### config.mk
export PLATFORM = sky130hd
export DESIGN_NAME = scfc_top
export DESIGN_NICKNAME = d
export VERILOG_FILES = /design/src/logic/scfc_pkg.sv /design/src/logic/scfc_top.sv /design/src/logic/scfc_fifo.sv
export VERILOG_INCLUDE_DIRS = /design/src /design/src/logic
export SDC_FILE = /design/constraint.sdc
export NUM_CORES = 1
export LEC_CHECK = 0
export ABC_AREA = 1
export BUFFER_PORTS_ARGS = -buffer_cell sky130_fd_sc_hd__buf_2
export CORE_ASPECT_RATIO = 0.8
export CORE_UTILIZATION = 45
export DETAILED_ROUTE_END_ITERATION = 16
export HOLD_SLACK_MARGIN = 0.05
export REMOVE_ABC_BUFFERS = 1
export SYNTH_ARGS = -nofsm -noshare
export SYNTH_HDL_FRONTEND = slang
export SYNTH_SLANG_ARGS = --single-unit
### constraint.sdc
create_clock -name aclk -period 3.9 [get_ports aclk]
set_input_delay 0.195 -clock aclk [delete_from_list [all_inputs] [get_ports aclk]]
set_output_delay 0.195 -clock aclk [all_outputs]
set_load 0.01 [all_outputs]
### src/logic/scfc_defines.svh
`ifndef SCFC_DEFINES_SVH
`define SCFC_DEFINES_SVH

// ==========================================================================
// Register offsets
`define SCFC_OFF_CONFIG 8'h00
`define SCFC_OFF_MODE 8'h04
`define SCFC_OFF_TXDATA 8'h08
`define SCFC_OFF_RXDATA 8'h0C
`define SCFC_OFF_STATUS 8'h10

// ==========================================================================
// Configuration fields
`define SCFC_WL_MSB 11
`define SCFC_WL_LSB 7
`define SCFC_ENABLE_POLARITY_BIT 6
`define SCFC_CLOCK_DIVIDER_CODE_MSB 5
`define SCFC_CLOCK_DIVIDER_CODE_LSB 2
`define SCFC_POL_BIT 1
`define SCFC_PHA_BIT 0
`define SCFC_FORCE_BIT 20
`define SCFC_MODE_MASTER_BIT 0

// ==========================================================================
// Reset values and masks
`define SCFC_CONFIG_RESET 32'h0000_0000
`define SCFC_CONFIG_MASK 32'h0010_0FFF
`define SCFC_MODE_RESET 32'h0000_0001
`define SCFC_MODE_MASK 32'h0000_0001

// ==========================================================================
// Bus responses
`define SCFC_RESP_OKAY 2'h0
`define SCFC_RESP_SLVERR 2'h2

`endif

### src/logic/scfc_pkg.sv
package scfc_pkg;

  typedef logic [7:0] scfc_addr_t;

  typedef enum logic [1:0] {
    st_idle,
    st_lead,
    st_shift,
    st_trail
  } scfc_state_t;

endpackage

### src/logic/scfc_top.sv
`timescale 1ns/10ps
`include "scfc_defines.svh"

// How it works
// - The word length is taken from the five-bit length field, as field+1.
// - Chip select is active high with polarity clear, low with it set.
// - The serial clock edge rate is the reference clock divided by 2^N.
// - The divider and clock drive act only while the port is master.
// - The clock polarity bit sets the clock's resting level.
// - Phase clear latches on odd clock edges, phase set on even edges.
// - In master mode the force bit holds chip select active directly.
module scfc_top #(
  parameter int DATA_W = 32,
  parameter int FIFO_DEPTH = 4
) (
  input wire logic aclk,
  input wire logic aresetn,
  input wire scfc_pkg::scfc_addr_t awaddr,
  input wire logic awvalid,
  output logic awready,
  input wire logic [31:0] wdata,
  input wire logic [3:0] wstrb,
  input wire logic wvalid,
  output logic wready,
  output logic [1:0] bresp,
  output logic bvalid,
  input wire logic bready,
  input wire scfc_pkg::scfc_addr_t araddr,
  input wire logic arvalid,
  output logic arready,
  output logic [31:0] rdata,
  output logic [1:0] rresp,
  output logic rvalid,
  input wire logic rready,
  input wire logic serial_clock_line_in,
  output logic serial_clock_line_out,
  output logic serial_clock_line_oe,
  input wire logic chip_select_line_in,
  output logic chip_select_line_out,
  output logic chip_select_line_oe,
  input wire logic serial_data_in,
  output logic serial_data_out,
  output logic serial_data_out_oe
);
  import scfc_pkg::*;

  function automatic logic [31:0] strb_merge(input logic [31:0] old_v,
                                             input logic [31:0] new_v,
                                             input logic [3:0] strb);
    logic [31:0] r;
    r = old_v;
    for (int b = 0; b < 4; b++)
      if (strb[b])
        r[b*8 +: 8] = new_v[b*8 +: 8];
    return r;
  endfunction

  function automatic logic [31:0] low_mask(input logic [5:0] n);
    return 32'((33'h0_0001 << n) - 33'h0_0001);
  endfunction

  // ========================================================================
  // Configuration
  logic [31:0] cfg;
  logic [31:0] mode;
  logic master_mode;
  logic [4:0] wl;
  logic enable_polarity;
  logic [3:0] clock_divider_code;
  logic clock_polarity;
  logic clock_phase;
  logic force_cs;
  logic [5:0] word_len;
  logic [6:0] last_idx;

  assign master_mode = mode[`SCFC_MODE_MASTER_BIT];
  assign wl = cfg[`SCFC_WL_MSB:`SCFC_WL_LSB];
  assign enable_polarity = cfg[`SCFC_ENABLE_POLARITY_BIT];
  assign clock_divider_code = cfg[`SCFC_CLOCK_DIVIDER_CODE_MSB:`SCFC_CLOCK_DIVIDER_CODE_LSB];
  assign clock_polarity = cfg[`SCFC_POL_BIT];
  assign clock_phase = cfg[`SCFC_PHA_BIT];
  assign force_cs = cfg[`SCFC_FORCE_BIT];
  assign word_len = {1'b0, wl} + 6'h01;
  assign last_idx = 7'({word_len, 1'b0} - 7'h01);

  // ========================================================================
  // Pin synchronisers: clock, select, data
  logic [2:0] pin_raw;
  logic [2:0] sync1;
  logic [2:0] sync2;
  logic [2:0] sync3;
  logic [2:0] pin_flt;
  logic sclk_prev;
  logic sclk_edge;
  logic cs_sel;
  logic sdi_s;

  assign pin_raw = {serial_data_in, chip_select_line_in, serial_clock_line_in};

  generate
    for (genvar i = 0; i < 3; i++)
    begin : g_sync
      always_ff @(posedge aclk)
      begin
        if (!aresetn)
        begin
          sync1[i] <= 1'b0;
          sync2[i] <= 1'b0;
          sync3[i] <= 1'b0;
          pin_flt[i] <= 1'b0;
        end
        else
        begin
          sync1[i] <= pin_raw[i];
          sync2[i] <= sync1[i];
          sync3[i] <= sync2[i];
          if (sync2[i] == sync3[i])
            pin_flt[i] <= sync3[i];
        end
      end
    end
  endgenerate

  assign sclk_edge = pin_flt[0] ^ sclk_prev;
  assign cs_sel = (pin_flt[1] == ~enable_polarity);
  assign sdi_s = pin_flt[2];

  // ========================================================================
  // Transmit FIFO and engine control
  scfc_state_t state;
  scfc_state_t next_state;
  logic fifo_in_valid;
  logic fifo_in_ready;
  logic fifo_out_valid;
  logic fifo_pop;
  logic [DATA_W-1:0] fifo_out_data;
  logic [31:0] wr_data_q;
  logic [14:0] div_cnt;
  logic [14:0] div_mask;
  logic tick;
  logic edge_ev;
  logic latch_ev;
  logic launch_ev;
  logic word_done;
  logic start;
  logic [5:0] edge_cnt;
  logic [31:0] txsr;
  logic [31:0] rxsr;
  logic [31:0] load_word;
  logic [31:0] tx_aligned;
  logic [31:0] rx_final;
  logic rx_full;
  logic eot;
  logic rd_rx;

  scfc_fifo #(
    .WIDTH(DATA_W),
    .DEPTH(FIFO_DEPTH)
  ) u_txfifo (
    .aclk(aclk),
    .aresetn(aresetn),
    .in_valid(fifo_in_valid),
    .in_ready(fifo_in_ready),
    .in_data(DATA_W'(wr_data_q)),
    .out_valid(fifo_out_valid),
    .out_ready(fifo_pop),
    .out_data(fifo_out_data)
  );

  assign div_mask = 15'((16'h0001 << clock_divider_code) - 16'h0001);
  assign tick = master_mode && (state != st_idle) && (div_cnt == div_mask);
  assign edge_ev = (state == st_shift) && (master_mode ? tick : sclk_edge);
  assign latch_ev = edge_ev && (edge_cnt[0] == clock_phase);
  assign launch_ev = edge_ev && !latch_ev;
  assign word_done = edge_ev && ({1'b0, edge_cnt} == last_idx);
  assign start = (state == st_idle) && (next_state != st_idle);
  assign fifo_pop = start && fifo_out_valid;
  assign load_word = fifo_out_valid ? 32'(fifo_out_data) : 32'h0000_0000;
  assign tx_aligned = load_word << (6'd32 - word_len);
  assign rx_final = (latch_ev ? {rxsr[30:0], sdi_s} : rxsr) & low_mask(word_len);

  always_comb
  begin
    next_state = state;
    case (state)
      st_idle:
        if (master_mode && fifo_out_valid)
          next_state = st_lead;
        else if (!master_mode && cs_sel)
          next_state = st_shift;
      st_lead:
        if (tick)
          next_state = st_shift;
      st_shift:
        if (!master_mode && !cs_sel)
          next_state = st_idle;
        else if (word_done)
          next_state = master_mode ? st_trail : st_idle;
      st_trail:
        if (tick)
          next_state = st_idle;
      default:
        next_state = st_idle;
    endcase
  end

  always_ff @(posedge aclk)
  begin
    if (!aresetn)
    begin
      state <= st_idle;
      div_cnt <= '0;
      sclk_prev <= 1'b0;
    end
    else
    begin
      state <= next_state;
      sclk_prev <= pin_flt[0];
      if (state == st_idle || tick)
        div_cnt <= '0;
      else
        div_cnt <= div_cnt + 15'h0001;
    end
  end

  // Shift registers; pha clear puts the first bit out before any edge
  always_ff @(posedge aclk)
  begin
    if (!aresetn)
    begin
      txsr <= '0;
      rxsr <= '0;
      edge_cnt <= '0;
      serial_data_out <= 1'b0;
    end
    else if (start)
    begin
      edge_cnt <= '0;
      txsr <= clock_phase ? tx_aligned : tx_aligned << 1;
      if (!clock_phase)
        serial_data_out <= tx_aligned[31];
    end
    else
    begin
      if (edge_ev)
        edge_cnt <= edge_cnt + 6'h01;
      if (launch_ev)
      begin
        serial_data_out <= txsr[31];
        txsr <= txsr << 1;
      end
      if (latch_ev)
        rxsr <= {rxsr[30:0], sdi_s};
    end
  end

  // Pin drive; slave mode leaves clock and select undriven
  always_ff @(posedge aclk)
  begin
    if (!aresetn)
    begin
      serial_clock_line_out <= 1'b0;
      serial_clock_line_oe <= 1'b0;
      chip_select_line_out <= 1'b1;
      chip_select_line_oe <= 1'b0;
      serial_data_out_oe <= 1'b0;
    end
    else
    begin
      serial_clock_line_oe <= master_mode;
      chip_select_line_oe <= master_mode;
      serial_data_out_oe <= master_mode || cs_sel;
      if (!master_mode || state == st_idle)
        serial_clock_line_out <= clock_polarity;
      else if (edge_ev)
        serial_clock_line_out <= ~serial_clock_line_out;
      if (master_mode && (force_cs || next_state != st_idle))
        chip_select_line_out <= ~enable_polarity;
      else
        chip_select_line_out <= enable_polarity;
    end
  end

  // Set wins over a same-cycle read clear
  always_ff @(posedge aclk)
  begin
    if (!aresetn)
    begin
      rx_full <= 1'b0;
      eot <= 1'b0;
    end
    else
    begin
      if (word_done)
        rx_full <= 1'b1;
      else if (rd_rx)
        rx_full <= 1'b0;
      if (word_done)
        eot <= 1'b1;
      else if (start)
        eot <= 1'b0;
    end
  end

  logic [31:0] rx_data;
  always_ff @(posedge aclk)
  begin
    if (!aresetn)
      rx_data <= '0;
    else if (word_done)
      rx_data <= rx_final;
  end

  // ========================================================================
  // AXI4-Lite slave
  logic aw_held;
  logic w_held;
  scfc_addr_t aw_addr_q;
  logic [3:0] wr_strb_q;
  logic wr_is_tx;
  logic wr_known;
  logic wr_go;
  logic next_aw_held;
  logic next_w_held;
  logic rd_go;
  logic rd_known;
  logic [31:0] status;
  logic [31:0] rd_mux;

  assign wr_is_tx = (aw_addr_q == `SCFC_OFF_TXDATA);
  assign wr_known = (aw_addr_q == `SCFC_OFF_CONFIG) ||
                    (aw_addr_q == `SCFC_OFF_MODE) || wr_is_tx ||
                    (aw_addr_q == `SCFC_OFF_RXDATA) ||
                    (aw_addr_q == `SCFC_OFF_STATUS);
  // A full FIFO stalls the write response, pushing back on software
  assign wr_go = aw_held && w_held && !bvalid && !(wr_is_tx && !fifo_in_ready);
  assign fifo_in_valid = wr_go && wr_is_tx;
  assign next_aw_held = (aw_held && !wr_go) || (awvalid && awready);
  assign next_w_held = (w_held && !wr_go) || (wvalid && wready);
  assign rd_go = arvalid && arready;
  assign rd_rx = rd_go && (araddr == `SCFC_OFF_RXDATA);
  assign status = {27'h000_0000, eot, state != st_idle, !fifo_in_ready,
                   !fifo_out_valid, rx_full};
  assign rd_known = (araddr == `SCFC_OFF_CONFIG) ||
                    (araddr == `SCFC_OFF_MODE) ||
                    (araddr == `SCFC_OFF_TXDATA) ||
                    (araddr == `SCFC_OFF_RXDATA) ||
                    (araddr == `SCFC_OFF_STATUS);
  assign rd_mux = (araddr == `SCFC_OFF_CONFIG) ? cfg :
                  (araddr == `SCFC_OFF_MODE) ? mode :
                  (araddr == `SCFC_OFF_RXDATA) ? rx_data :
                  (araddr == `SCFC_OFF_STATUS) ? status : 32'h0000_0000;

  always_ff @(posedge aclk)
  begin
    if (!aresetn)
    begin
      aw_held <= 1'b0;
      w_held <= 1'b0;
      awready <= 1'b0;
      wready <= 1'b0;
      aw_addr_q <= '0;
      wr_data_q <= '0;
      wr_strb_q <= '0;
    end
    else
    begin
      aw_held <= next_aw_held;
      w_held <= next_w_held;
      awready <= !next_aw_held;
      wready <= !next_w_held;
      if (awvalid && awready)
        aw_addr_q <= awaddr;
      if (wvalid && wready)
      begin
        wr_data_q <= wdata;
        wr_strb_q <= wstrb;
      end
    end
  end

  always_ff @(posedge aclk)
  begin
    if (!aresetn)
    begin
      cfg <= `SCFC_CONFIG_RESET;
      mode <= `SCFC_MODE_RESET;
      bvalid <= 1'b0;
      bresp <= `SCFC_RESP_OKAY;
    end
    else if (wr_go)
    begin
      bvalid <= 1'b1;
      bresp <= wr_known ? `SCFC_RESP_OKAY : `SCFC_RESP_SLVERR;
      if (aw_addr_q == `SCFC_OFF_CONFIG)
        cfg <= strb_merge(cfg, wr_data_q, wr_strb_q) & `SCFC_CONFIG_MASK;
      if (aw_addr_q == `SCFC_OFF_MODE)
        mode <= strb_merge(mode, wr_data_q, wr_strb_q) & `SCFC_MODE_MASK;
    end
    else if (bvalid && bready)
      bvalid <= 1'b0;
  end

  always_ff @(posedge aclk)
  begin
    if (!aresetn)
    begin
      arready <= 1'b0;
      rvalid <= 1'b0;
      rdata <= '0;
      rresp <= `SCFC_RESP_OKAY;
    end
    else if (rd_go)
    begin
      arready <= 1'b0;
      rvalid <= 1'b1;
      rdata <= rd_mux;
      rresp <= rd_known ? `SCFC_RESP_OKAY : `SCFC_RESP_SLVERR;
    end
    else if (rvalid && rready)
    begin
      rvalid <= 1'b0;
      arready <= 1'b1;
    end
    else if (!rvalid)
      arready <= 1'b1;
  end

  logic [15:0] tick_gap;
  logic tick_seen;
  logic sclk_d;
  logic [6:0] toggles;
  always_ff @(posedge aclk)
  begin
    if (!aresetn || state == st_idle)
    begin
      tick_gap <= '0;
      tick_seen <= 1'b0;
    end
    else if (tick)
    begin
      tick_gap <= '0;
      tick_seen <= 1'b1;
    end
    else
      tick_gap <= tick_gap + 16'h0001;
  end
  always_ff @(posedge aclk)
  begin
    sclk_d <= serial_clock_line_out;
    if (!aresetn || start)
      toggles <= '0;
    else if (serial_clock_line_out != sclk_d)
      toggles <= toggles + 7'h01;
  end
endmodule

### src/logic/scfc_fifo.sv
`timescale 1ns/10ps

module scfc_fifo #(
  parameter int WIDTH = 32,
  parameter int DEPTH = 4
) (
  input wire logic aclk,
  input wire logic aresetn,
  input wire logic in_valid,
  output logic in_ready,
  input wire logic [WIDTH-1:0] in_data,
  output logic out_valid,
  input wire logic out_ready,
  output logic [WIDTH-1:0] out_data
);

  // Pointers wrap naturally, so DEPTH must be a power of two
  localparam int AW = (DEPTH > 1) ? $clog2(DEPTH) : 1;

  logic [WIDTH-1:0] mem [DEPTH];
  logic [AW-1:0] wr_ptr;
  logic [AW-1:0] rd_ptr;
  logic [AW:0] count;
  logic push;
  logic pop;

  assign push = in_valid && in_ready;
  assign pop = out_valid && out_ready;
  assign in_ready = (count != (AW+1)'(DEPTH));
  assign out_valid = (count != '0);
  assign out_data = mem[rd_ptr];

  always_ff @(posedge aclk)
  begin
    if (!aresetn)
    begin
      wr_ptr <= '0;
      rd_ptr <= '0;
      count <= '0;
    end
    else
    begin
      if (push)
        wr_ptr <= wr_ptr + 1'b1;
      if (pop)
        rd_ptr <= rd_ptr + 1'b1;
      if (push && !pop)
        count <= count + 1'b1;
      else if (pop && !push)
        count <= count - 1'b1;
    end
  end

  always_ff @(posedge aclk)
  begin
    if (push)
      mem[wr_ptr] <= in_data;
  end

endmodule

==> Word level (Yosys, flattened, before mapping) <==
Memories as Yosys holds them, arrays and structs flattened. A register that Yosys moved wholly into a read port is not among the register bits.
Cells that the tools add are included.
{ "op_classes": {"add_sub_neg": 11, "n_eq_ne": 21, "shifts": 3, "n_mux": 42, "n_bitwise": 5, "reduce_logical": 76} }
{ "ops": {"columns": ["op", "n"], "rows": [
  ["2-to-1 mux 32 bit", 8],
  ["bitwise AND 32 bit", 1],
  ["equality test 8 x 4 -> 1 bit (second input constant)", 4],
  ["left shift 1 x 6 -> 32 bit (first input constant)", 1],
  ["left shift 32 x 6 -> 32 bit", 1],
  ["subtractor 32 x 1 -> 32 bit (second input constant)", 1],
  ["logical AND 1 bit", 29],
  ["2-to-1 mux 2 bit", 11],
  ["2-to-1 mux 1 bit", 19],
  ["nonzero test 2 bit", 9],
  ["equality test 8 x 3 -> 1 bit (second input constant)", 2],
  ["equality test 8 x 5 -> 1 bit (second input constant)", 2],
  ["logical NOT 8 bit", 2],
  ["adder 15 x 1 -> 15 bit (second input constant)", 1],
  ["equality test 15 bit", 1],
  ["left shift 1 x 4 -> 15 bit (first input constant)", 1],
  ["subtractor 15 x 1 -> 15 bit (second input constant)", 1],
  ["logical OR 1 bit", 14],
  ["logical NOT 1 bit", 12],
  ["AND reduction 3 bit", 4],
  ["one-hot mux 2 bit (4 select lines)", 1],
  ["equality test 6 x 7 -> 1 bit", 1],
  ["subtractor 7 x 1 -> 7 bit (second input constant)", 1],
  ["adder 5 x 1 -> 6 bit (second input constant)", 1],
  ["19 further kinds", 30]
]} }
{ "word_totals": {"reg_bits": 246, "mem_bits_rw": 128, "out_inout_bits": 47, "word_cells": 205, "mem_count": 1} }
{ "memory_table": {"columns": ["name", "depth", "width", "read_ports", "rd_clocked_by_memory_dff", "write_ports", "line", "rtl"], "rows": [
  ["u_txfifo.mem", 4, 32, 1, 1, 1, "scfc_fifo.sv:20", "logic [WIDTH-1:0] mem [DEPTH];"]
]} }

==> Longest topological paths before layout <==
Gate-level depths: netlist of the first run.
{ "logic_depth": {"depth_word": 17, "ltp_mapped": 31} }

==> Cells and area by module <==
Synthesis of the first run repeated with hierarchy kept, for this count alone.
{ "hier_totals": {"hier_cells": 2409, "hier_area_um2": 18321.3} }
{ "modules_own_cells": {"columns": ["module", "n_inst", "cells_each", "area_per_inst_um2", "seq_area_each_um2"], "rows": [
  ["scfc_top", 1, 2032, 13051.3, 4744.6],
  ["scfc_fifo", 1, 377, 5270.1, 4023.9]
]} }

==> Least setup slack after synthesis of the first run <==
OpenSTA, ideal clock, no wires.
{ "synth_timing": {"path_type": "reg2reg", "startpoint": "reg cfg[7]", "endpoint": "reg u_txfifo.count[2]", "setup_time_ns": 0.122, "arrival_ns": 3.940, "slack_ns": -0.162, "stages_incl_launch_ff": 29, "period_less_slack_ns": 4.062, "cell_sequence": "dfxtp_1 ha_1 ha_1 buf_4 inv_2 ha_1 clkbuf_1 inv_1 nand2_1 o21ai_0 nor4_1 nand3_1 nor2_2 nand4_1 nand2_1 nand2_1 nor2_2 nand3_2 nand2_2 buf_6 nor2_2 inv_1 ha_1 inv_1 fa_1 a21oi_1 o21ai_0 o21ai_0 a21oi_1"} }
{ "synth_between": {"elab_chain_len": 14} }
{ "synth_rtl": {"columns": ["element", "line", "rtl"], "rows": [
  ["from (decl)", "scfc_top.sv:64", "logic [31:0] cfg;"],
  ["from (signal assigned)", "scfc_top.sv:386", "cfg <= `SCFC_CONFIG_RESET;"],
  ["from (signal assigned)", "scfc_top.sv:396", "cfg <= strb_merge(cfg, wr_data_q, wr_strb_q) & `SCFC_CONFIG_MASK;"],
  ["adder 5 x 1 -> 6 bit (*)", "scfc_top.sv:83", "assign word_len = {1'b0, wl} + 6'h01;"],
  ["subtractor 7 x 1 -> 7 bit (*)", "scfc_top.sv:84", "assign last_idx = 7'({word_len, 1'b0} - 7'h01);"],
  ["equality test 6 x 7 -> 1 bit (*)", "scfc_top.sv:175", "assign word_done = edge_ev && ({1'b0, edge_cnt} == last_idx);"],
  ["logical AND 1 bit (*)", "scfc_top.sv:175", null],
  ["2-to-1 mux 2 bit (*)", "scfc_top.sv:197", "else if (word_done)"],
  ["2-to-1 mux 2 bit (*)", "scfc_top.sv:195", "if (!master_mode && !cs_sel)"],
  ["one-hot mux 2 bit (4 select lines) (*)", "scfc_top.sv:185", "case (state)"],
  ["nonzero test 2 bit (*)", "scfc_top.sv:176", "assign start = (state == st_idle) && (next_state != st_idle);"],
  ["logical AND 1 bit (*)", "scfc_top.sv:176", null],
  ["logical AND 1 bit (*)", "scfc_top.sv:177", "assign fifo_pop = start && fifo_out_valid;"],
  ["logical AND 1 bit (*)", "scfc_fifo.sv:28", "assign pop = out_valid && out_ready;"],
  ["logical NOT 1 bit", "scfc_fifo.sv:47", "if (push && !pop)"],
  ["logical AND 1 bit", "scfc_fifo.sv:47", null],
  ["2-to-1 mux 3 bit / nonzero test 2 bit (equally long branches)", null, null],
  ["to (signal assigned)", "scfc_fifo.sv:48", "count <= count + 1'b1;"],
  ["to (signal assigned)", "scfc_fifo.sv:50", "count <= count - 1'b1;"],
  ["to (decl)", "scfc_fifo.sv:23", "logic [AW:0] count;"]
]} }
Mark *: on every way between the ends. The rest lies on a longest branch, timed or not.
A chain may end at the register's enable or synchronous reset.

==> Worst setup path after layout of the first run <==
{ "layout_timing": {"startpoint": "reg cfg[8]", "endpoint": "reg u_txfifo.count[2]"} }
The elaborated chain is that of the path after synthesis.

==> results of run 1 <==
[Yosys cell counts, types with 5 or more instances]
| cell type | number | area [um^2] |
|---|---|---|
| nand2_1 | 473 | 1780 |
| inv_1 | 207 | 777 |
| buf_6 | 9 | 101 |
| o21ai_1 | 8 | 40.0 |
| clkinv_1 | 6 | 22.5 |
| or2_2 | 7 | 43.8 |
| o32ai_1 | 7 | 61.3 |
| xor2_1 | 25 | 219 |
| nor3b_1 | 5 | 37.5 |
| edfxtp_1 | 128 | 3840 |
| a21oi_2 | 17 | 149 |
| xnor2_1 | 5 | 43.8 |
| nor2_4 | 5 | 56.3 |
| a21oi_1 | 84 | 420 |
| o31ai_1 | 18 | 135 |
| a31oi_1 | 6 | 37.5 |
| nand3_2 | 21 | 210 |
| nand2_2 | 13 | 81.3 |
| mux2i_1 | 13 | 130 |
| nor2_1 | 337 | 1260 |
| buf_1 | 15 | 56.3 |
| o22ai_1 | 17 | 106 |
| nor4_1 | 11 | 68.8 |
| nand3_1 | 316 | 1580 |
| dfxtp_1 | 246 | 4920 |
| nand4_1 | 17 | 106 |
| nand3b_1 | 8 | 60.1 |
| o21ai_0 | 207 | 1040 |
| nor2_2 | 13 | 81.3 |
| ha_1 | 16 | 200 |
| o211ai_1 | 7 | 52.6 |
| clkbuf_1 | 91 | 342 |
| buf_2 | 19 | 95.1 |
| nor3_1 | 24 | 120 |
| buf_4 | 8 | 60.1 |
| inv_2 | 12 | 45.0 |
[critical path, stage by stage, from the launching register on]
cell and delay, ps:
dfxtp_1 320, ha_2 210, ha_4 280, inv_2 50
ha_4 260, inv_2 40, nand2_1 40, o21ai_0 70
nor4_1 210, nand3_1 130, nor2_2 170, nand4_1 110
nand2_1 100, nand2_1 70, nor2_2 90, nand3_2 80
nand2_2 80, nor2_2 50, inv_1 50, ha_1 140
inv_1 70, fa_1 380, a21oi_1 140, o21ai_1 90
o21ai_1 130, a21oi_1 50
[path summary, 6_finish.rpt]
path | depth (start not counted) | slack (ps) | to
setup / recovery | 25 | 360 | u_txfifo.count[2]
setup reg to reg | 25 | 360 | u_txfifo.count[2]
hold / removal | 4 | 110 | rvalid
hold reg to reg | 2 | 410 | sync2[1]
[power by group through the flow]
stage                     sequential [mW]  combinational [mW]  clock [mW]
after detailed placement             4.21               0.254           0
after floorplan                      4.20               0.132           0
after CTS                            4.13               0.291        3.85
final                                4.13               0.293        3.74
after global placement               4.21               0.251           0
after global routing                 4.13               0.329        3.98
[timing repair]
item	CTS	global route
gates resized for setup	0	11
endpoints found under the setup margin	0	1
hold buffers	47	0
hold endpoints to repair	47	0
buffers inserted	0	5
[registers in the layout (all words and copies together), names as in the netlist, 6 cells and up, named ones only]
| signal | flops |
|---|---|
| aw_addr_q | 8 |
| cfg | 13 |
| div_cnt | 15 |
| edge_cnt | 6 |
| rdata | 32 |
| rx_data | 32 |
| rxsr | 32 |
| txsr | 32 |
| u_txfifo.mem | 128 |
| wr_data_q | 32 |
[cell families after synthesis]
family	Yosys count
DFF	374
xor gates and xnor gates	31
adders and majority gates	17
buffers and inverters	371
other	1
muxes	13
and+or+nand+nor	1262
AOI/OAI and AO/OA	388
[metal layers]
metal | routed length (um) | up-vias | part of all wire | GRT usage
met5 | 0 | - | 0 | 0
met1 | 24800 | 7811 | 0.49 | 0.349
li1 | - | 8379 | - | -
met2 | 22100 | 410 | 0.44 | 0.380
met4 | 718 | 0 | 0.014 | 0.0495
met3 | 2640 | 53 | 0.053 | 0.0283
[final cells by class]
cell class / instances / area share
sequential: 374 / 0.406
multi-input combinational: 1713 / 0.394
timing repair buffer: 216 / 0.0687
clock buffer: 55 / 0.0512
inverter: 227 / 0.0399
tap: 544 / 0.0315
clock inverter: 17 / 0.00898
[through the flow]
stage                     hold slack (ps)  setup slack (ps)  std cells  setup TNS (ps)  power (mW)
final                                 113               363       3146               0        8.17
after CTS                            91.6               160       3141               0        8.27
after floorplan                       280             -2010       2314          -62260        4.33
after detailed placement              383               194       3022               0        4.47
after global placement                377               189       3022               0        4.46
after global routing                  145              24.3       3146               0        8.45
==> results.txt, run 1 <==
final worst path period need: 3540 ps
min-delay src: rready
Net count, final: 2,650
Final Cell Area: 21,600 um^2
# fillers: 3,924
first-pass GRT wire length: 82,200 um
largest net degree at the start of global routing: 74
most common cell after layout, fill and taps aside: nand2_1
Initial DRT Pass Iterations: 6
number of buffers added on ports: 105
P_sw: 1.83 mW
Peak VDD IR: 0.000391 V
adder-cell share of the synthesized area: 0.0117
DR vias: 16.7k
Reg area: 8770 um^2
Least-Margin Pin Slew: 992 ps
period utilization: 0.907
internal power: 6.34 mW
Max Fclk: 283 MHz
kind of critical path: register to register
CP arrival: 3980 ps
main flop type after synthesis: dfxtp_1
fin. max-slew vios: 0
Final Hold Vio Count: 0
Comb pwr share: 0.036
register area share after synthesis: 0.467
fin util: 0.528
Starting Density: 0.459
CTS sink cnt: 374
CTS tree: yes
number of synthesized register bits: 374
DR vias/cell: 5.29
clock tree root buffer cell: clkbuf_16
Synth Area in Compound Gates: 0.117
Max Cap Viol: 0
synth-to-layout area growth: 15.1%
post-synthesis simple-gate area fraction: 0.300
CP required: 4340 ps
Sw Share: 0.224
drt wl/cell: 16.0 um
RSZ-0062 raised after global routing: no
gpl congestion: 0.936
Num CTS Buffers: 39
Worst setup startpoint: cfg[8]
Max Root-Sink Buffers: 3
antenna viol nets, final: 0
Yosys warnings: 0
hpwl dp: 34,400 um
total gr overflow: 0
post-synthesis async set-or-reset flop share: 0
CP max FO: 3
worst skew pair latency: 560 ps
syn_area_per_cell: 7.64 um^2
mux share of post-synthesis cell area: 0.00694
Netlist cell types: 63
final setup vio count: 0
io pins: 109
drt drc: 0
P_leak: 8.84 nW
vias in the first global route: 15.7k
status: finished, final reports clean
initial drt markers: 1,385
Clock Power Share: 0.459
Ant. Diodes: 0
Post-Synth XOR/XNOR Area: 0.0149
Slew headroom: 0.338
share of cells above drive strength 1: 0.134
Reg power frac: 0.506
Reg clk slew, reported paths: 70 ps
Power Density: 378 nW/um^2
core area: 40,900 um^2
Worst Setup Start Kind: register
chip width: 230 um
Routed WL: 50,300 um
Mapped Area: 18,800 um^2
Die Y: 185 um
H-tree levels: 2
largest family of logic cells by synthesized area: simple AND/OR/NAND/NOR gates
Setup Skew: 26.2 ps
Tot GR Track Use: 0.239
Hold/Removal Path Class: primary input to register
Worst R2R Start: cfg[8]
most frequent cells in the layout: nand2_1, nor2_1, nand3_1
Area after DPL: 19,700 um^2
FP Rows: 66
initial antenna violation count: 0
Mapped Cells: 2,457
EDFF count, synth: 128
Setup crit end kind: register
die area: 42,500 um^2
Multi-input gate area: 8500 um^2
No activity file was read; power rests on OpenSTA's default activity.
==> run 2: changes to the inputs <==
--- a/config.mk
+++ b/config.mk
@@ -12,7 +12,9 @@
 export CORE_UTILIZATION = 45
 export DETAILED_ROUTE_END_ITERATION = 16
 export HOLD_SLACK_MARGIN = 0.05
+export PLACE_DENSITY_LB_ADDON = 0.2
 export REMOVE_ABC_BUFFERS = 1
 export SYNTH_ARGS = -nofsm -noshare
 export SYNTH_HDL_FRONTEND = slang
+export SYNTH_HIERARCHICAL = 1
 export SYNTH_SLANG_ARGS = --single-unit
==> results.txt, run 2 <==
first-pass GRT wire length: 79,500 um
Ant. Diodes: 0
Peak VDD IR: 0.000304 V
Synth area leaders: dfxtp_1, edfxtp_1, nand2_1, o21ai_0, nor2_1
kind of critical path: register to register
Mapped Cells: 2,409
DR vias: 16.3k
number of buffers added on ports: 105
internal power: 6.59 mW
Yosys warnings: 6
final setup vio count: 0
crit-path max cell delay: 390 ps
R2R setup slack: 240 ps
# fillers: 3,780
fin. max-slew vios: 0
Area after DPL: 19,300 um^2
Num CTS Buffers: 40
Mapped Area: 18,300 um^2
most common cell after layout, fill and taps aside: nand2_1
Sw Share: 0.221
Placed Instances: 2,968
io pins: 109
Max Fclk: 273 MHz
min-delay src: araddr[2]
FP Rows: 65
hold depth: 5
Max Root-Sink Buffers: 3
final worst path period need: 3660 ps
count leader, synth: nand2_1
Reg area: 8770 um^2
Setup Skew: 30.6 ps
final non-filler cell total: 3,094
Yosys top cell area share: 0.269
share of cells above drive strength 1: 0.115
Net count, final: 2,605
hpwl dp: 32,800 um
P_sw: 1.87 mW
CP max stage cell: fa_1
antenna viol nets, final: 0
Multi-input gate area: 8070 um^2
Reg power frac: 0.489
Worst path most repeated cell: nand2_1
grt met2 use: 0.364
CP arrival: 4100 ps
largest net degree at the start of global routing: 77
synth-to-layout area growth: 15.9%
Least-Margin Pin Slew: 963 ps
core area: 39,800 um^2
Post-synth top cells: nand2_1, nor2_1, o21ai_0
CTS sink cnt: 374
hold endpoint: rresp[1]
H-tree levels: 2
Max Cap Viol: 0
met3 usage: 0.0396
Routed WL: 48,700 um
Final Hold Vio Count: 0
M1 GR Usage: 0.351
total gr overflow: 0
Reg clk slew, reported paths: 60 ps
P_leak: 8.82 nW
initial drt markers: 1,342
EDFF count, synth: 128
post-synth top area cell: dfxtp_1
Setup TNS Final: 0 ps
die area: 41,500 um^2
Clock Power Share: 0.474
status: finished, final reports clean
Power Density: 398 nW/um^2
Die Y: 182 um
register area share after synthesis: 0.479
worst skew pair latency: 570 ps
vias in the first global route: 15.4k
Final Cell Area: 21,200 um^2
number of synthesized register bits: 374
syn_area_per_cell: 7.61 um^2
clock tree root buffer cell: clkbuf_16
drt drc: 0
reg2reg end: u_txfifo/count[2]
DR vias/cell: 5.27
Starting Density: 0.461
most frequent cells in the layout: nand2_1, nor2_1, o21ai_0
Netlist cell types: 52
Worst R2R Start: cfg[7]
CP max FO: 4
Most Crowded Layer GR: met2
Setup crit end kind: register
Comb pwr share: 0.036
gpl congestion: 0.923
CP required: 4340 ps
drt wl/cell: 15.8 um
Largest register FFs: 128
period utilization: 0.938
Top reg by flops: u_txfifo/mem
initial antenna violation count: 0
Tot GR Track Use: 0.238
chip width: 228 um
Slew headroom: 0.357
CTS tree: yes
main flop type after synthesis: dfxtp_1
Initial DRT Pass Iterations: 7
post-synthesis async set-or-reset flop share: 0
Worst Setup Start Kind: register
Reg2Reg Depth: 27
Hold/Removal Path Class: primary input to register
[run 2: changes by cell type after synthesis, moves of 17 or more]
cell,before,now
o21ai_1,8,38
o22ai_1,17,34
nand3_2,21,0
nand2_1,473,496
o21ai_0,207,250
a21oi_1,84,106
nand3_1,316,184
a21oi_2,17,0
[run 2: layout make-up]
cell class / count / area share
Inverter: 233 / 0.0415
Multi-Input combinational cell: 1666 / 0.380
Timing Repair Buffer: 211 / 0.0686
Sequential cell: 374 / 0.413
Clock inverter: 22 / 0.0132
Tap cell: 536 / 0.0316
Clock buffer: 52 / 0.0525
[run 2: power groups by stage]
stage | clock (mW) | sequential (mW) | combinational (mW)
2_1_floorplan | 0 | 4.21 | 0.136
3_3_place_gp | 0 | 4.22 | 0.262
3_5_place_dp | 0 | 4.22 | 0.267
4_1_cts | 4.08 | 4.14 | 0.306
5_1_grt | 4.24 | 4.14 | 0.349
6_report | 4.01 | 4.14 | 0.308
[run 2: what timing repair did]
| item | CTS | global route |
|---|---|---|
| hold endpoints to repair | 50 | 0 |
| gates resized for setup | 0 | 10 |
| hold buffers | 50 | 0 |
| endpoints found under the setup margin | 0 | 2 |
| buffers inserted | 0 | 2 |
[run 2: kinds of logic after synthesis]
| kind of cell | synth area share |
|---|---|
| AOI/OAI and AO/OA | 0.148 |
| xor gates and xnor gates | 0.0124 |
| adders and majority gates | 0.0120 |
| buffers and inverters | 0.0842 |
| DFF | 0.479 |
| muxes | 0.0109 |
| other | 0.000205 |
| and+or+nand+nor | 0.254 |
[run 2: worst max-delay path by stage]
stage            from                end  depth (start not counted)
3_3_place_gp   cfg[7]  u_txfifo/count[2]                         27
3_5_place_dp   cfg[7]  u_txfifo/count[2]                         27
4_1_cts        cfg[7]  u_txfifo/count[2]                         27
2_1_floorplan  cfg[7]  u_txfifo/count[1]                         22
6_report       cfg[7]  u_txfifo/count[2]                         27
5_1_grt        cfg[2]  u_txfifo/count[2]                         29
[run 2: metrics by stage]
step	setup slack [ps]	hold WS, ps	total power, mW	util
after global placement	213	386	4.48	0.485
after CTS	127	108	8.52	0.533
final	241	132	8.46	0.534
after floorplan	-1700	280	4.35	-
after global routing	-1.16	170	8.73	0.534
after detailed placement	156	386	4.49	0.485
[run 2: metal layers]
layer,vias up,share of wire
met5,-,0
met4,0,0.015
met3,53,0.064
met2,422,0.43
met1,7584,0.49
li1,8231,-
[run 2: worst max-delay path, delay by kind of cell, from the launching register on]
family / cells / cell delay (ps)
AND/OR/NAND/NOR: 17 / 1500
adder cells (fa/ha/maj): 5 / 1390
flip-flops: 1 / 330
buffers and inverters: 4 / 260
AO/OA/AOI/OAI: 1 / 70
==> run 3: changes to the inputs <==
--- a/config.mk
+++ b/config.mk
@@ -11,6 +11,7 @@
 export CORE_ASPECT_RATIO = 0.8
 export CORE_UTILIZATION = 45
 export DETAILED_ROUTE_END_ITERATION = 16
+export GPL_TIMING_DRIVEN = 1
 export HOLD_SLACK_MARGIN = 0.05
 export PLACE_DENSITY_LB_ADDON = 0.2
 export REMOVE_ABC_BUFFERS = 1
==> constraint.sdc (replaced) <==
create_clock -name aclk -period 4.1 [get_ports aclk]
set_input_delay 0.205 -clock aclk [delete_from_list [all_inputs] [get_ports aclk]]
set_output_delay 0.205 -clock aclk [all_outputs]
set_load 0.01 [all_outputs]
==> results.txt, run 3 (synthesized netlist as in run 2, its figures left out) <==
status: finished, final reports clean
total gr overflow: 0
final worst path period need: 3780 ps
total buffers and inverters traversed by the critical path: 3
min-delay src: araddr[1]
Post-CTS Setup Inserts: 0
drt wl/cell: 15.6 um
vias in the first global route: 15.5k
Reg area: 8770 um^2
R2R setup slack: 320 ps
Sw Share: 0.217
final setup vio count: 0
hpwl dp: 32,400 um
Top reg by flops: u_txfifo/mem
Die Y: 182 um
Clock Power Share: 0.461
DR vias/cell: 5.29
Final Hold Vio Count: 0
Reg clk slew, reported paths: 60 ps
Net count, final: 2,585
io pins: 109
Worst path most repeated cell: nand2_1
Largest register FFs: 128
Routed WL: 47,900 um
kind of critical path: register to register
gpl congestion: 0.915
Comb pwr share: 0.037
hold endpoint: rresp[1]
Ant. Diodes: 0
synth-to-layout area growth: 14.8%
CP top delay family: simple AND/OR/NAND/NOR gates
Multi-input gate area: 8050 um^2
Max Root-Sink Buffers: 3
DR vias: 16.3k
core area: 39,800 um^2
CTS tree: yes
H-tree levels: 2
initial drt markers: 1,154
Reg power frac: 0.501
Hold/Removal Path Class: primary input to register
worst skew pair latency: 560 ps
internal power: 6.15 mW
antenna viol nets, final: 0
Tot GR Track Use: 0.236
share of cells above drive strength 1: 0.106
CP required: 4550 ps
most common cell after layout, fill and taps aside: nand2_1
P_leak: 8.69 nW
crit-path max cell delay: 410 ps
number of buffers added on ports: 105
final non-filler cell total: 3,073
Max Cap Viol: 0
Starting Density: 0.461
Worst Setup Start Kind: register
Worst R2R Start: cfg[2]
Initial DRT Pass Iterations: 5
Pwr Total: 7.85 mW
P_sw: 1.71 mW
fin. max-slew vios: 0
fin util: 0.529
Power Density: 373 nW/um^2
Setup Skew: 22.2 ps
period utilization: 0.923
FP Rows: 65
CP Depth: 26
Num CTS Buffers: 39
Slew headroom: 0.350
Peak VDD IR: 0.000280 V
CP arrival: 4240 ps
Max Fclk: 264 MHz
most frequent cells in the layout: nand2_1, nor2_1, o21ai_0
largest net degree at the start of global routing: 96
chip width: 228 um
reg2reg end: u_txfifo/count[1]
Reg2Reg Depth: 26
# fillers: 3,807
initial antenna violation count: 0
Placed Instances: 2,951
CP max stage cell: fa_1
first-pass GRT wire length: 79,100 um
clock tree root buffer cell: clkbuf_16
Setup crit end kind: register
drt drc: 0
die area: 41,500 um^2
CP max FO: 8
Least-Margin Pin Slew: 975 ps
CTS sink cnt: 374
hold depth: 5
run 3: power by group through the flow:
stage | registers (mW) | clock network [mW] | logic, mW
5_1_grt | 3.94 | 3.87 | 0.329
6_report | 3.94 | 3.62 | 0.291
2_1_floorplan | 4.01 | 0 | 0.129
3_3_place_gp | 4.01 | 0 | 0.248
4_1_cts | 3.94 | 3.70 | 0.290
3_5_place_dp | 4.02 | 0 | 0.254
run 3: timing repair:
action / CTS / global route
hold buffers: 50 / 0
endpoints found under the hold margin: 50 / 0
endpoints found under the setup margin: 0 / 2
gates resized for setup: 0 / 6
run 3: cell type report:
class / count / area share
Timing Repair Buffer: 192 / 0.0627
Tap cell: 536 / 0.0319
Inverter: 233 / 0.0419
Multi-Input combinational cell: 1666 / 0.383
Clock buffer: 58 / 0.0546
Sequential cell: 374 / 0.417
Clock inverter: 14 / 0.00881
run 3: worst register-to-register path: stages (launching register included):
cell and delay [ps]:
dfxtp_1 380, nor2_2 170, nand2_1 90, ha_1 320
inv_1 60, nand2_1 40, nand2_1 50, nand3_1 70
nor2_1 100, nand3_1 110, nor2_1 150, nand3_2 160
nand2_2 130, nand2_4 100, inv_2 110, nand2_2 60
nand2_1 60, nand2_1 100, nand3_4 100, nand2_4 50
nor2_1 200, nand2_2 110, ha_1 240, inv_1 90
fa_1 410, o21ai_0 180, nor2_1 60
run 3: routing by layer:
layer  vias to the layer above  GRT usage  routed length (um)
li1                       8206          -                   -
met1                      7655      0.347               23900
met2                       346      0.365               21100
met3                        60     0.0324                2140
met4                         0     0.0534                 771
met5                         -          0                   0
run 3: stage by stage:
stage | area [um^2] | hold slack, ps | setup WS, ps | TNS, ps
5_1_grt | 21000 | 158 | -0.343 | -0.343
6_report | 21000 | 130 | 316 | 0
4_1_cts | 21000 | 111 | 198 | 0
3_5_place_dp | 19200 | 391 | 211 | 0
2_1_floorplan | 17700 | 290 | -1500 | -33240
3_3_place_gp | 19200 | 389 | 350 | 0
run 3: worst max-delay path by stage:
stage	from	end	slack [ps]
2_1_floorplan	cfg[7]	u_txfifo/count[1]	-1500
3_3_place_gp	cfg[3]	u_txfifo/count[1]	350
3_5_place_dp	cfg[3]	u_txfifo/count[1]	210
4_1_cts	cfg[3]	u_txfifo/count[1]	200
5_1_grt	cfg[8]	u_txfifo/count[2]	-0.3
6_report	cfg[2]	u_txfifo/count[1]	320
